**src/logic/ade_pkg.sv**
```systemverilog
package ade_pkg;

    // ------------------------------------------------------------
    // operations issued by the core
    // ------------------------------------------------------------
    typedef enum logic [2:0] {
        OP_BYTE_DOT_SUB_LEFT,
        OP_BYTE_DOT_SUB_RIGHT,
        OP_HALF_CROSS_DOT_SUB,
        OP_FIXED_FIELD_EXTRACT,
        OP_FIXED_FIELD_EXTRACT_DECREMENT
    } ade_op_e;

    // ------------------------------------------------------------
    // register byte addresses
    // ------------------------------------------------------------
    localparam logic [7:0] ADDR_CONTROL = 8'h00;
    localparam logic [7:0] ADDR_IRQ_STS = 8'h04;
    localparam logic [7:0] ADDR_IRQ_MSK = 8'h08;
    localparam logic [7:0] ADDR_ACC_LO0 = 8'h10;
    localparam logic [7:0] ADDR_ACC_END = 8'h30;
    localparam int         ACC_COUNT    = 4;

    // ------------------------------------------------------------
    // control register fields
    // ------------------------------------------------------------
    localparam int          POS_LSB     = 0;
    localparam int          POS_MSB     = 5;
    localparam int          EFI_BIT     = 14;
    localparam int          OUF_LSB     = 16;
    localparam int          OUF_MSB     = 23;
    localparam logic [31:0] CTL_WMASK   = 32'h00ff403f;
    localparam logic [31:0] CTL_RESET   = 32'h00000000;

    // ------------------------------------------------------------
    // interrupt status bits
    // ------------------------------------------------------------
    localparam int         IRQ_EXT_FAIL = 0;
    localparam int         IRQ_OP_DONE  = 1;
    localparam int         IRQ_W        = 2;

    // ------------------------------------------------------------
    // bus responses
    // ------------------------------------------------------------
    localparam logic [1:0] RESP_OKAY    = 2'h0;
    localparam logic [1:0] RESP_SLVERR  = 2'h2;

    // ------------------------------------------------------------
    // complete block state
    // ------------------------------------------------------------
    typedef struct packed {
        logic [ACC_COUNT-1:0][63:0] acc;
        logic [31:0]                ctl;
        logic [IRQ_W-1:0]           sts;
        logic [IRQ_W-1:0]           msk;
        logic                       irq;
        logic                       resValid;
        logic [31:0]                resData;
        logic                       resFail;
        logic                       awHeld;
        logic [7:0]                 awAddr;
        logic                       wHeld;
        logic [31:0]                wData;
        logic [3:0]                 wStrb;
        logic                       awready;
        logic                       wready;
        logic                       bvalid;
        logic [1:0]                 bresp;
        logic                       arready;
        logic                       rvalid;
        logic [31:0]                rdata;
        logic [1:0]                 rresp;
    } ade_state_s;

endpackage

```
**src/logic/ade_core.sv**
```systemverilog
// The AXI4-Lite slave port and the address map were chosen for this implementation.
`timescale 1ns/1ps

// Overview of operation
// RQ1 - left byte lanes: unsigned products subtracted
// RQ2 - right byte lanes: unsigned products subtracted
// RQ3 - four accumulators, index zero is legacy pair
// RQ4 - dot-subtracts keep overflow flags, never saturate
// RQ5 - cross halfword signed products subtracted, sign-extended
// RQ6 - extract size+1 bits, zero-extended to result
// RQ7 - start position from control bits five..zero
// RQ8 - valid when position minus size+1 >= -1
// RQ9 - failed flag bit fourteen set on failure
// RQ10 - extracts leave accumulator contents untouched
// RQ11 - plain extract leaves position field unchanged
// RQ12 - decrementing extract lowers position by size+1
// RQ13 - failed decrementing extract keeps position, sets flag
// RQ14 - extract size comes from instruction immediate
// RQ15 - no data-dependent exceptions, only flags
// RQ16 - core supplies operands in expected format
// RQ17 - high word upper half, wraps modulo 2^64
module ade_core
(
    input  wire logic            clk,
    input  wire logic            nrst,
    input  wire logic            ce,
    input  wire logic            opValid,
    input  ade_pkg::ade_op_e     opCode,
    input  wire logic [1:0]      accSel,
    input  wire logic [31:0]     srcOne,
    input  wire logic [31:0]     srcTwo,
    input  wire logic [4:0]      sizeImm,
    output logic                 resultValid,
    output logic [31:0]          resultData,
    output logic                 extractFailed,
    output logic                 irq,
    input  wire logic [31:0]     s_axi_awaddr,
    input  wire logic            s_axi_awvalid,
    output logic                 s_axi_awready,
    input  wire logic [31:0]     s_axi_wdata,
    input  wire logic [3:0]      s_axi_wstrb,
    input  wire logic            s_axi_wvalid,
    output logic                 s_axi_wready,
    output logic [1:0]           s_axi_bresp,
    output logic                 s_axi_bvalid,
    input  wire logic            s_axi_bready,
    input  wire logic [31:0]     s_axi_araddr,
    input  wire logic            s_axi_arvalid,
    output logic                 s_axi_arready,
    output logic [31:0]          s_axi_rdata,
    output logic [1:0]           s_axi_rresp,
    output logic                 s_axi_rvalid,
    input  wire logic            s_axi_rready
);

    // ------------------------------------------------------------
    // helpers
    // ------------------------------------------------------------
    function automatic logic [31:0] applyStrb(
        input logic [31:0] old,
        input logic [31:0] data,
        input logic [3:0]  strb
    );
        logic [31:0] res;
        res = old;
        for (int i = 0; i < 4; i++)
        begin
            if (strb[i])
            begin
                res[8*i +: 8] = data[8*i +: 8];
            end
        end
        return res;
    endfunction

    // true when the address names an accumulator word
    function automatic logic isAccAddr(input logic [7:0] a);
        return (a >= ade_pkg::ADDR_ACC_LO0) && (a < ade_pkg::ADDR_ACC_END);
    endfunction

    ade_pkg::ade_state_s r;
    ade_pkg::ade_state_s next_r;

    logic              go;
    logic              busWr;
    logic [63:0]       curAcc;
    logic [5:0]        pos;
    logic [15:0]       prodLeftA;
    logic [15:0]       prodLeftB;
    logic [15:0]       prodRightA;
    logic [15:0]       prodRightB;
    logic signed [31:0] prodCrossB;
    logic signed [31:0] prodCrossA;
    logic [63:0]       dotLeft;
    logic [63:0]       dotRight;
    logic [63:0]       dotCross;
    logic              extValid;
    logic [63:0]       shifted;
    logic [63:0]       fieldMask;
    logic [31:0]       field;
    logic [7:0]        rdAddr;
    logic [1:0]        accIdx;

    assign go     = opValid && ce;
    assign curAcc = r.acc[accSel];                           // see RQ3
    assign pos    = r.ctl[ade_pkg::POS_MSB:ade_pkg::POS_LSB]; // see RQ7

    // ------------------------------------------------------------
    // dot products
    // ------------------------------------------------------------
    assign prodLeftB  = srcOne[31:24] * srcTwo[31:24];       // see RQ1
    assign prodLeftA  = srcOne[23:16] * srcTwo[23:16];       // see RQ1
    assign dotLeft    = {48'h0, prodLeftB} + {48'h0, prodLeftA};
    assign prodRightB = srcOne[15:8] * srcTwo[15:8];         // see RQ2
    assign prodRightA = srcOne[7:0] * srcTwo[7:0];           // see RQ2
    assign dotRight   = {48'h0, prodRightB} + {48'h0, prodRightA};
    assign prodCrossB = $signed(srcOne[31:16]) * $signed(srcTwo[15:0]);
    assign prodCrossA = $signed(srcOne[15:0]) * $signed(srcTwo[31:16]);
    // each product is sign-extended to 64 bits before the add, so no wrap in the dot term
    assign dotCross   = {{32{prodCrossB[31]}}, prodCrossB}   // see RQ5
                      + {{32{prodCrossA[31]}}, prodCrossA};

    // ------------------------------------------------------------
    // field extraction
    // ------------------------------------------------------------
    // pos-(size+1) >= -1 reduces to pos >= size
    assign extValid  = {1'b0, pos} >= {2'h0, sizeImm};       // see RQ8
    assign shifted   = curAcc >> (pos - {1'b0, sizeImm});    // see RQ14
    assign fieldMask = ~(64'hffffffffffffffff << ({1'b0, sizeImm} + 6'h1));
    assign field     = shifted[31:0] & fieldMask[31:0];      // see RQ6

    assign rdAddr = s_axi_araddr[7:0];
    assign accIdx = rdAddr[4:3] - 2'h2;

    // ------------------------------------------------------------
    // next state
    // ------------------------------------------------------------
    always_comb
    begin
        logic [1:0]           setEv;
        logic [1:0]           wIdx;
        logic [31:0]          wOld;
        logic [31:0]          wNew;
        logic [63:0]          accW;
        setEv  = '0;
        wIdx   = '0;
        wOld   = '0;
        wNew   = '0;
        accW   = '0;
        next_r = r;
        busWr  = 1'b0;

        // write channels are taken independently, then joined
        if (s_axi_awvalid && r.awready)
        begin
            next_r.awHeld = 1'b1;
            next_r.awAddr = s_axi_awaddr[7:0];
        end
        if (s_axi_wvalid && r.wready)
        begin
            next_r.wHeld = 1'b1;
            next_r.wData = s_axi_wdata;
            next_r.wStrb = s_axi_wstrb;
        end
        if (r.bvalid && s_axi_bready)
        begin
            next_r.bvalid = 1'b0;
        end
        if (r.awHeld && r.wHeld && !r.bvalid)
        begin
            busWr         = 1'b1;
            next_r.awHeld = 1'b0;
            next_r.wHeld  = 1'b0;
            next_r.bvalid = 1'b1;
            next_r.bresp  = ade_pkg::RESP_OKAY;
            if (r.awAddr == ade_pkg::ADDR_CONTROL)
            begin
                wNew = applyStrb(r.ctl, r.wData, r.wStrb);
                next_r.ctl = wNew & ade_pkg::CTL_WMASK;
            end
            else if (r.awAddr == ade_pkg::ADDR_IRQ_STS)
            begin
                wNew = applyStrb(32'h0, r.wData, r.wStrb);
                next_r.sts = r.sts & ~wNew[ade_pkg::IRQ_W-1:0];
            end
            else if (r.awAddr == ade_pkg::ADDR_IRQ_MSK)
            begin
                wOld = {30'h0, r.msk};
                wNew = applyStrb(wOld, r.wData, r.wStrb);
                next_r.msk = wNew[ade_pkg::IRQ_W-1:0];
            end
            else if (isAccAddr(r.awAddr))
            begin
                wIdx = r.awAddr[4:3] - 2'h2;
                accW = r.acc[wIdx];
                if (r.awAddr[2])
                begin
                    accW[63:32] = applyStrb(accW[63:32], r.wData, r.wStrb);
                end
                else
                begin
                    accW[31:0] = applyStrb(accW[31:0], r.wData, r.wStrb);
                end
                next_r.acc[wIdx] = accW;
            end
            else
            begin
                next_r.bresp = ade_pkg::RESP_SLVERR;
            end
        end
        next_r.awready = !next_r.awHeld && !next_r.bvalid;
        next_r.wready  = !next_r.wHeld && !next_r.bvalid;

        // read channel
        if (r.rvalid && s_axi_rready)
        begin
            next_r.rvalid = 1'b0;
        end
        if (s_axi_arvalid && r.arready)
        begin
            next_r.rvalid = 1'b1;
            next_r.rresp  = ade_pkg::RESP_OKAY;
            next_r.rdata  = '0;
            if (rdAddr == ade_pkg::ADDR_CONTROL)
            begin
                next_r.rdata = r.ctl;
            end
            else if (rdAddr == ade_pkg::ADDR_IRQ_STS)
            begin
                next_r.rdata = {30'h0, r.sts};
            end
            else if (rdAddr == ade_pkg::ADDR_IRQ_MSK)
            begin
                next_r.rdata = {30'h0, r.msk};
            end
            else if (isAccAddr(rdAddr))
            begin
                next_r.rdata = rdAddr[2] ? r.acc[accIdx][63:32]
                                         : r.acc[accIdx][31:0];  // see RQ17
            end
            else
            begin
                next_r.rresp = ade_pkg::RESP_SLVERR;
            end
        end
        next_r.arready = !next_r.rvalid;

        // core operation overrides a same-cycle bus write of its fields
        next_r.resValid = go;
        if (go)
        begin
            setEv[ade_pkg::IRQ_OP_DONE] = 1'b1;
            unique case (opCode)
                ade_pkg::OP_BYTE_DOT_SUB_LEFT:
                begin
                    next_r.acc[accSel] = curAcc - dotLeft;   // see RQ1
                    next_r.resData     = '0;
                    next_r.resFail     = 1'b0;
                end
                ade_pkg::OP_BYTE_DOT_SUB_RIGHT:
                begin
                    next_r.acc[accSel] = curAcc - dotRight;  // see RQ2
                    next_r.resData     = '0;
                    next_r.resFail     = 1'b0;
                end
                ade_pkg::OP_HALF_CROSS_DOT_SUB:
                begin
                    // wraps mod 2^64, ouflag left alone, see RQ17
                    next_r.acc[accSel] = curAcc - dotCross; // see RQ4, RQ5
                    next_r.resData     = '0;
                    next_r.resFail     = 1'b0;
                end
                ade_pkg::OP_FIXED_FIELD_EXTRACT,
                ade_pkg::OP_FIXED_FIELD_EXTRACT_DECREMENT:
                begin
                    // failure is only a flag, never a trap
                    next_r.resFail = !extValid;              // see RQ15
                    next_r.resData = extValid ? field : 32'h0;  // see RQ6
                    next_r.ctl[ade_pkg::EFI_BIT] = !extValid;   // see RQ9
                    setEv[ade_pkg::IRQ_EXT_FAIL] = !extValid;
                    if (opCode == ade_pkg::OP_FIXED_FIELD_EXTRACT_DECREMENT
                        && extValid)
                    begin
                        next_r.ctl[ade_pkg::POS_MSB:ade_pkg::POS_LSB] =
                            pos - {1'b0, sizeImm} - 6'h1;    // see RQ12
                    end
                    else
                    begin
                        next_r.ctl[ade_pkg::POS_MSB:ade_pkg::POS_LSB] =
                            pos;                             // see RQ11, RQ13
                    end
                end
                default:
                begin
                    next_r.resData = '0;
                    next_r.resFail = 1'b0;
                end
            endcase
        end
        // hardware set beats a same-cycle clear
        next_r.sts = next_r.sts | setEv;
        next_r.irq = |(next_r.sts & next_r.msk);
    end

    always_ff @(posedge clk or negedge nrst)
    begin
        if (!nrst)
        begin
            r         <= '0;
            r.ctl     <= ade_pkg::CTL_RESET;
            r.awready <= 1'b1;
            r.wready  <= 1'b1;
            r.arready <= 1'b1;
        end
        else if (ce)
        begin
            r <= next_r;
        end
    end

    // ------------------------------------------------------------
    // outputs
    // ------------------------------------------------------------
    assign resultValid   = r.resValid;
    assign resultData    = r.resData;
    assign extractFailed = r.resFail;
    assign irq           = r.irq;
    assign s_axi_awready = r.awready;
    assign s_axi_wready  = r.wready;
    assign s_axi_bvalid  = r.bvalid;
    assign s_axi_bresp   = r.bresp;
    assign s_axi_arready = r.arready;
    assign s_axi_rvalid  = r.rvalid;
    assign s_axi_rdata   = r.rdata;
    assign s_axi_rresp   = r.rresp;

    logic [63:0] chkField;
    assign chkField = (curAcc >> (pos - {1'b0, sizeImm}))
                    & ((64'h1 << ({1'b0, sizeImm} + 6'h1)) - 64'h1);
endmodule // ade_core

```
**config.mk**
```make
export PLATFORM = sky130hd
export DESIGN_NAME = ade_core
export DESIGN_NICKNAME = d
export VERILOG_FILES = /design/src/logic/ade_pkg.sv /design/src/logic/ade_core.sv
export SDC_FILE = /design/constraint.sdc
export NUM_CORES = 2
export LEC_CHECK = 0
export BUFFER_PORTS_ARGS = -buffer_cell sky130_fd_sc_hd__buf_2
export CAP_MARGIN = 20
export CORE_MARGIN = 2
export CORE_UTILIZATION = 30
export DETAILED_ROUTE_END_ITERATION = 6
export SLEW_MARGIN = 20
export SYNTH_ARGS = -nofsm -noshare
export SYNTH_HDL_FRONTEND = slang
export SYNTH_SLANG_ARGS = --single-unit
```
**constraint.sdc**
```tcl
create_clock -name clk -period 19.2 [get_ports clk]
set_input_delay 3.84 -clock clk [delete_from_list [all_inputs] [get_ports clk]]
set_output_delay 3.84 -clock clk [all_outputs]
set_load 0.01 [all_outputs]
```
[Yosys cells after proc, flatten, opt, wreduce, memory -nomap -nowiden]
Cells that the tools add are included.
Storage, ports and cells
  word-level logic and storage cells: 187
  RAM bits: 0
  bits in registers: 397
  output and inout port bits: 76
  memories kept: 0
  input bits: 183
  latch bits: 0
  ROM bits: 0
Cells by class
  bitwise logic cells: 6
  $add $sub $neg: 11
  mux-type cells: 84
  $lt $le $gt $ge: 10
  equality and inequality tests: 9
  divide/modulo/power cells: 0
  multiply operators: 6
  shifts and indexed selects: 2
  reductions and logical operators: 33
Operator list (number)
  256-bit 2-to-1 mux: 5
  256-bit bitwise mux: 4
  256-bit one-hot mux with 3 select lines: 1
  32-bit 2-to-1 mux: 18
  64-bit binary-select mux with 2-bit select: 3
  64-bit 2-to-1 mux: 5
  292-bit 2-to-1 mux: 1
  64-bit demux with 2-bit select: 2
  64-bit by 17-bit subtractor with 64-bit output: 2
  8-bit 2-to-1 mux: 9
  16-bit by 16-bit multiplier with 32-bit output: 2
  8-bit by 8-bit multiplier with 16-bit output: 4
  64-bit by 6-bit << shifter with 32-bit output (first input constant): 1
  64-bit by 6-bit >> shifter with 32-bit output: 1
  64-bit subtractor: 1
  37-bit 2-to-1 mux: 1
  35-bit 2-to-1 mux: 1
  16-bit by 16-bit adder with 17-bit output: 2
  2-bit 2-to-1 mux: 17
  32-bit by 32-bit adder with 33-bit output: 1
  33-bit 2-to-1 mux: 1
  32-bit AND: 1
  32-bit inverter: 1
  24-bit 2-to-1 mux: 1
  31 further kinds: 76

[Depth between registers and ports, before layout]
  word-level depth: 19
  mapped depth: 44
  mapped depth without buffers: 43

[Worst setup path after synthesis]
Ideal clock, no wire load.
  kind: input to register
  start: input port srcOne[15]
  end: register r[285] (netlist name)
  data required time: 19.073 ns
  arrival: 14.184 ns
  stages: 39
  slack: 4.889 ns
  cell sequence: clkbuf_1 nand2_1 fa_1 inv_1 fa_1 inv_1 fa_1 inv_1 fa_1 fa_1 fa_1 fa_1 inv_1 fa_1 inv_1 ha_1 o21a_1 a21oi_4 [... 3 more ...] xnor2_1 inv_2 buf_1 clkbuf_1 ha_1 clkbuf_1 a21oi_1 nor2b_1 o21ai_0 nand2b_1 a221oi_1 o21ai_0 nor2_1 a211oi_2 o31a_1 or4b_4 a31oi_1 o21ai_1
On the way
  cells in the longest elaborated chain, start to end: 6
  elaborated cells on any way between the ends: 10
  classes of those cells: add/sub: 4; mul: 2; mux: 4
RTL lines
  start: declaration: line ade_core.sv:30  | input wire logic [31:0] srcOne,
  16-bit by 16-bit multiplier with 32-bit output or 8-bit by 8-bit multiplier with 16-bit output (tied branches): line ade_core.sv:118, ade_core.sv:114
  32-bit by 32-bit adder with 33-bit output or 16-bit by 16-bit adder with 17-bit output (tied branches): line ade_core.sv:121, ade_core.sv:116
  64-bit subtractor or 64-bit by 17-bit subtractor with 64-bit output (tied branches): line ade_core.sv:269, ade_core.sv:262
  256-bit bitwise mux, on equally long branches: line ade_core.sv:269, ade_core.sv:262
  256-bit one-hot mux with 3 select lines *: line ade_core.sv:253  | unique case (opCode)
  256-bit 2-to-1 mux *: line ade_core.sv:250  | if (go)
  end signal: assignment: line ade_core.sv:317  | r <= next_r;
  end: declaration: line ade_core.sv:81  | ade_pkg::ade_state_s r;
Mark *: on every way between the ends. The rest lies on a longest branch, timed or not.
A chain may end at the register's enable or synchronous reset.

[Worst setup path after layout]
  start: input port srcTwo[17]
  end: register r[346] (netlist name)
On the way
  cells in the longest elaborated chain, start to end: 6
  elaborated cells on any way between the ends: 10
  classes of those cells: add/sub: 4; mul: 2; mux: 4
RTL lines
  start: declaration: line ade_core.sv:31  | input wire logic [31:0] srcTwo,
  16-bit by 16-bit multiplier with 32-bit output or 8-bit by 8-bit multiplier with 16-bit output (tied branches): line ade_core.sv:118, ade_core.sv:112
  32-bit by 32-bit adder with 33-bit output or 16-bit by 16-bit adder with 17-bit output (tied branches): line ade_core.sv:121, ade_core.sv:113
  64-bit subtractor or 64-bit by 17-bit subtractor with 64-bit output (tied branches): line ade_core.sv:269, ade_core.sv:256
  256-bit bitwise mux, on equally long branches: line ade_core.sv:269, ade_core.sv:256
  256-bit one-hot mux with 3 select lines *: line ade_core.sv:253
  256-bit 2-to-1 mux *: line ade_core.sv:250
Marked as above.

==> impl_metrics.py <==
metrics = {
    "outcome": {
        "status": "finished with violations",
        "violations": "DRC",
    },
    "min_path": {
        "worstHoldPathType": "reg2reg",
    },
    "global_routing": {
        "antenna_found_initial": 25,
        "grt_pass1_wl_um": 396000,
        "grt_usage": 0.237,
        "grt_max_degree": 170,
        "grt-ovfl-total": 0,
        "grt_pass1_vias": 58916,
    },
    "sta": {
        "hold_viol": 0,
        "rsz0062_at_grt": "false",
        "tightest_slew_ns": 1.28,
        "fin_skew_ns": 0.0647,
        "setup_tns_ns": 0,
        "finalCritPeriodShare": 0.832,
        "clock.fmax_ghz": 0.0626,
        "slew_viol_final": 0,
        "post-route-min-period_ns": 15.98,
        "finalSetupViolCount": 0,
        "slew_headroom": 0.147,
    },
    "job": {
        "cap_viol_max_count": 0,
    },
    "drt": {
        "drcViolationCount": 24,
        "drtPass1Iterations": 7,
        "drt_wl_total_um": 267000,
        "ant_nets": 0,
        "post_drt_wl_per_cell_um": 26.4,
        "vias_per_cell": 5.73,
        "vias": 57960,
        "drt_iter0_drc": 7273,
    },
    "logic_synthesis": {
        "synth_seq_cells": 395,
        "synth_area_sq_um": 65600,
        "ys.warnings.count": 0,
        "syn_inst": 7388,
        "synth_edf_count": 0,
        "yosys.cell_types.count": 120,
        "yosysSeqAreaShare": 0.151,
        "syn_area_per_cell_sq_um": 8.88,
        "async_flop_share": 1.00,
        "ys.flop_type": "dfrtp_1",
    },
    "setup_path": {
        "worstPathArrival_ns": 16.49,
        "worstPathRequired_ns": 19.71,
        "slowest_stage": "fa_1",
        "cp_slowest_stage_delay_ns": 0.75,
        "critPathLaunchType": "primary input",
        "cp_max_fo": 24,
        "worstSetupPathType": "in2reg",
        "crit_top_cell": "fa_1",
        "end_kind": "flop",
    },
    "clocking": {
        "cts_made_buffers": 42,
        "path_clk_slew_ns": 0.06,
        "h-tree-depth": 2,
        "root_buffer": "clkbuf_16",
        "numClockSinks": 395,
        "clk_latency_ns": 0.64,
        "cts_hold_buf": 0,
        "ctsResizeCount": 0,
        "cts_tree": "done",
        "cts_setup_buffers": 0,
        "clk_path_buf_depth": 3,
    },
    "die": {
        "die_y_um": 472,
        "die_area_sq_um": 222000,
        "die_w_um": 472,
        "start_util": 0.302,
        "std_cell_rows": 171,
        "coreArea_sq_um": 217000,
        "io_pins": 259,
    },
    "placement": {
        "io_buffers": 208,
        "gp_congestion": 0.980,
        "dpl.hpwl_um": 198000,
    },
    "layout": {
        "fillerInstances": 22452,
        "final_common_cell": "inv_1",
        "regArea_sq_um": 9900,
        "nets": 8578,
        "area_delta_synth_final_pct": 7.56,
        "multi_input_area_sq_um": 49700,
        "drive_gt1_frac": 0.110,
        "final_cell_mix": "inv_1 (1042), fa_1 (818), nand2_1 (740)",
    },
}
[routing by layer]
metal / up-vias / wire length, um / global-route usage / share of wire
met5: - / 66 / 0 / 0.00025
met4: 10 / 18900 / 0.140 / 0.071
met3: 755 / 28400 / 0.0575 / 0.11
met2: 3469 / 114000 / 0.354 / 0.43
met1: 29314 / 106000 / 0.311 / 0.40
li1: 24412 / - / - / -
[cells by family (layout without fill, tap and decap cells)]
group | Yosys count | in the layout | synth area share
AOI/OAI and AO/OA | 1522 | 1522 | 0.148
muxes | 466 | 466 | 0.112
adders and majority gates | 1167 | 1167 | 0.316
and+or+nand+nor | 2079 | 2079 | 0.152
other | 1 | 10 | 0.0000572
xor gates and xnor gates | 189 | 189 | 0.0259
buffers and inverters | 1569 | 1442 | 0.0951
DFF | 395 | 395 | 0.151
[critical path, delay by kind of cell]
kind,cells,cell delay [ns]
simple gates,6,2.01
compound gates,7,2.51
xor+xnor,2,0.45
buf+inv,8,1.74
fa+ha+maj,10,5.26
mux,1,0.64
[through the flow]
step | std cells | setup WS [ns] | instance area, sq um | utilization | hold WS (ns)
3_5_place_dp | 10039 | 2.96 | 69000 | 0.318 | 0.466
6_report | 10124 | 3.22 | 70500 | 0.325 | 0.477
3_3_place_gp | 10038 | 2.98 | 68900 | 0.317 | 0.462
5_1_grt | 10122 | 2.75 | 70500 | 0.325 | 0.508
2_1_floorplan | 7389 | 4.89 | 65600 | - | 0.444
4_1_cts | 10116 | 3.54 | 70500 | 0.325 | 0.480
[registers in the layout, indices dropped and copies added, names as in the netlist, 6 cells and up]
signal       count
pos              6
r              315
resultData      32
s_axi_rdata     32
[synth_stat cells, drive strengths merged, types with 70 or more instances]
master	instances	share of area
nor2	500	0.029
fa	818	0.25
o22ai	138	0.013
mux2i	153	0.023
dfrtp	392	0.15
xnor2	121	0.016
nand3	83	0.0064
mux4	201	0.069
mux2	112	0.019
nor3	71	0.0060
inv	1045	0.060
buf	140	0.013
clkbuf	382	0.022
ha	348	0.066
o21ai	378	0.029
a21o	70	0.0080
and2	486	0.046
a21oi	410	0.032
nand2	745	0.043
[layout make-up]
class / count / share of cell area
Clock buffer: 57 / 0.0167
Timing Repair Buffer: 318 / 0.0269
Multi-Input combinational cell: 5425 / 0.705
Sequential cell: 395 / 0.140
Clock inverter: 20 / 0.00497
Antenna cell: 8 / 0.000284
Inverter: 1047 / 0.0557
Tap cell: 2854 / 0.0506
[path summary, 6_finish.rpt]
path,start,to,slack (ns),cells past startpoint
max in group asynchronous,nrst,resultData[30],13.81,3
setup / recovery,srcTwo[17],r[346],3.22,34
min in group asynchronous,nrst,s_axi_rdata[12],3.25,1
hold / removal,resultData[22],resultData[22],0.48,2
setup reg to reg,r[354],r[207],10.59,23
hold reg to reg,resultData[22],resultData[22],0.48,2
Power is left out: the tool's default activity adds up to more than one toggle a clock period on the data nets, which glitch-free logic cannot reach.
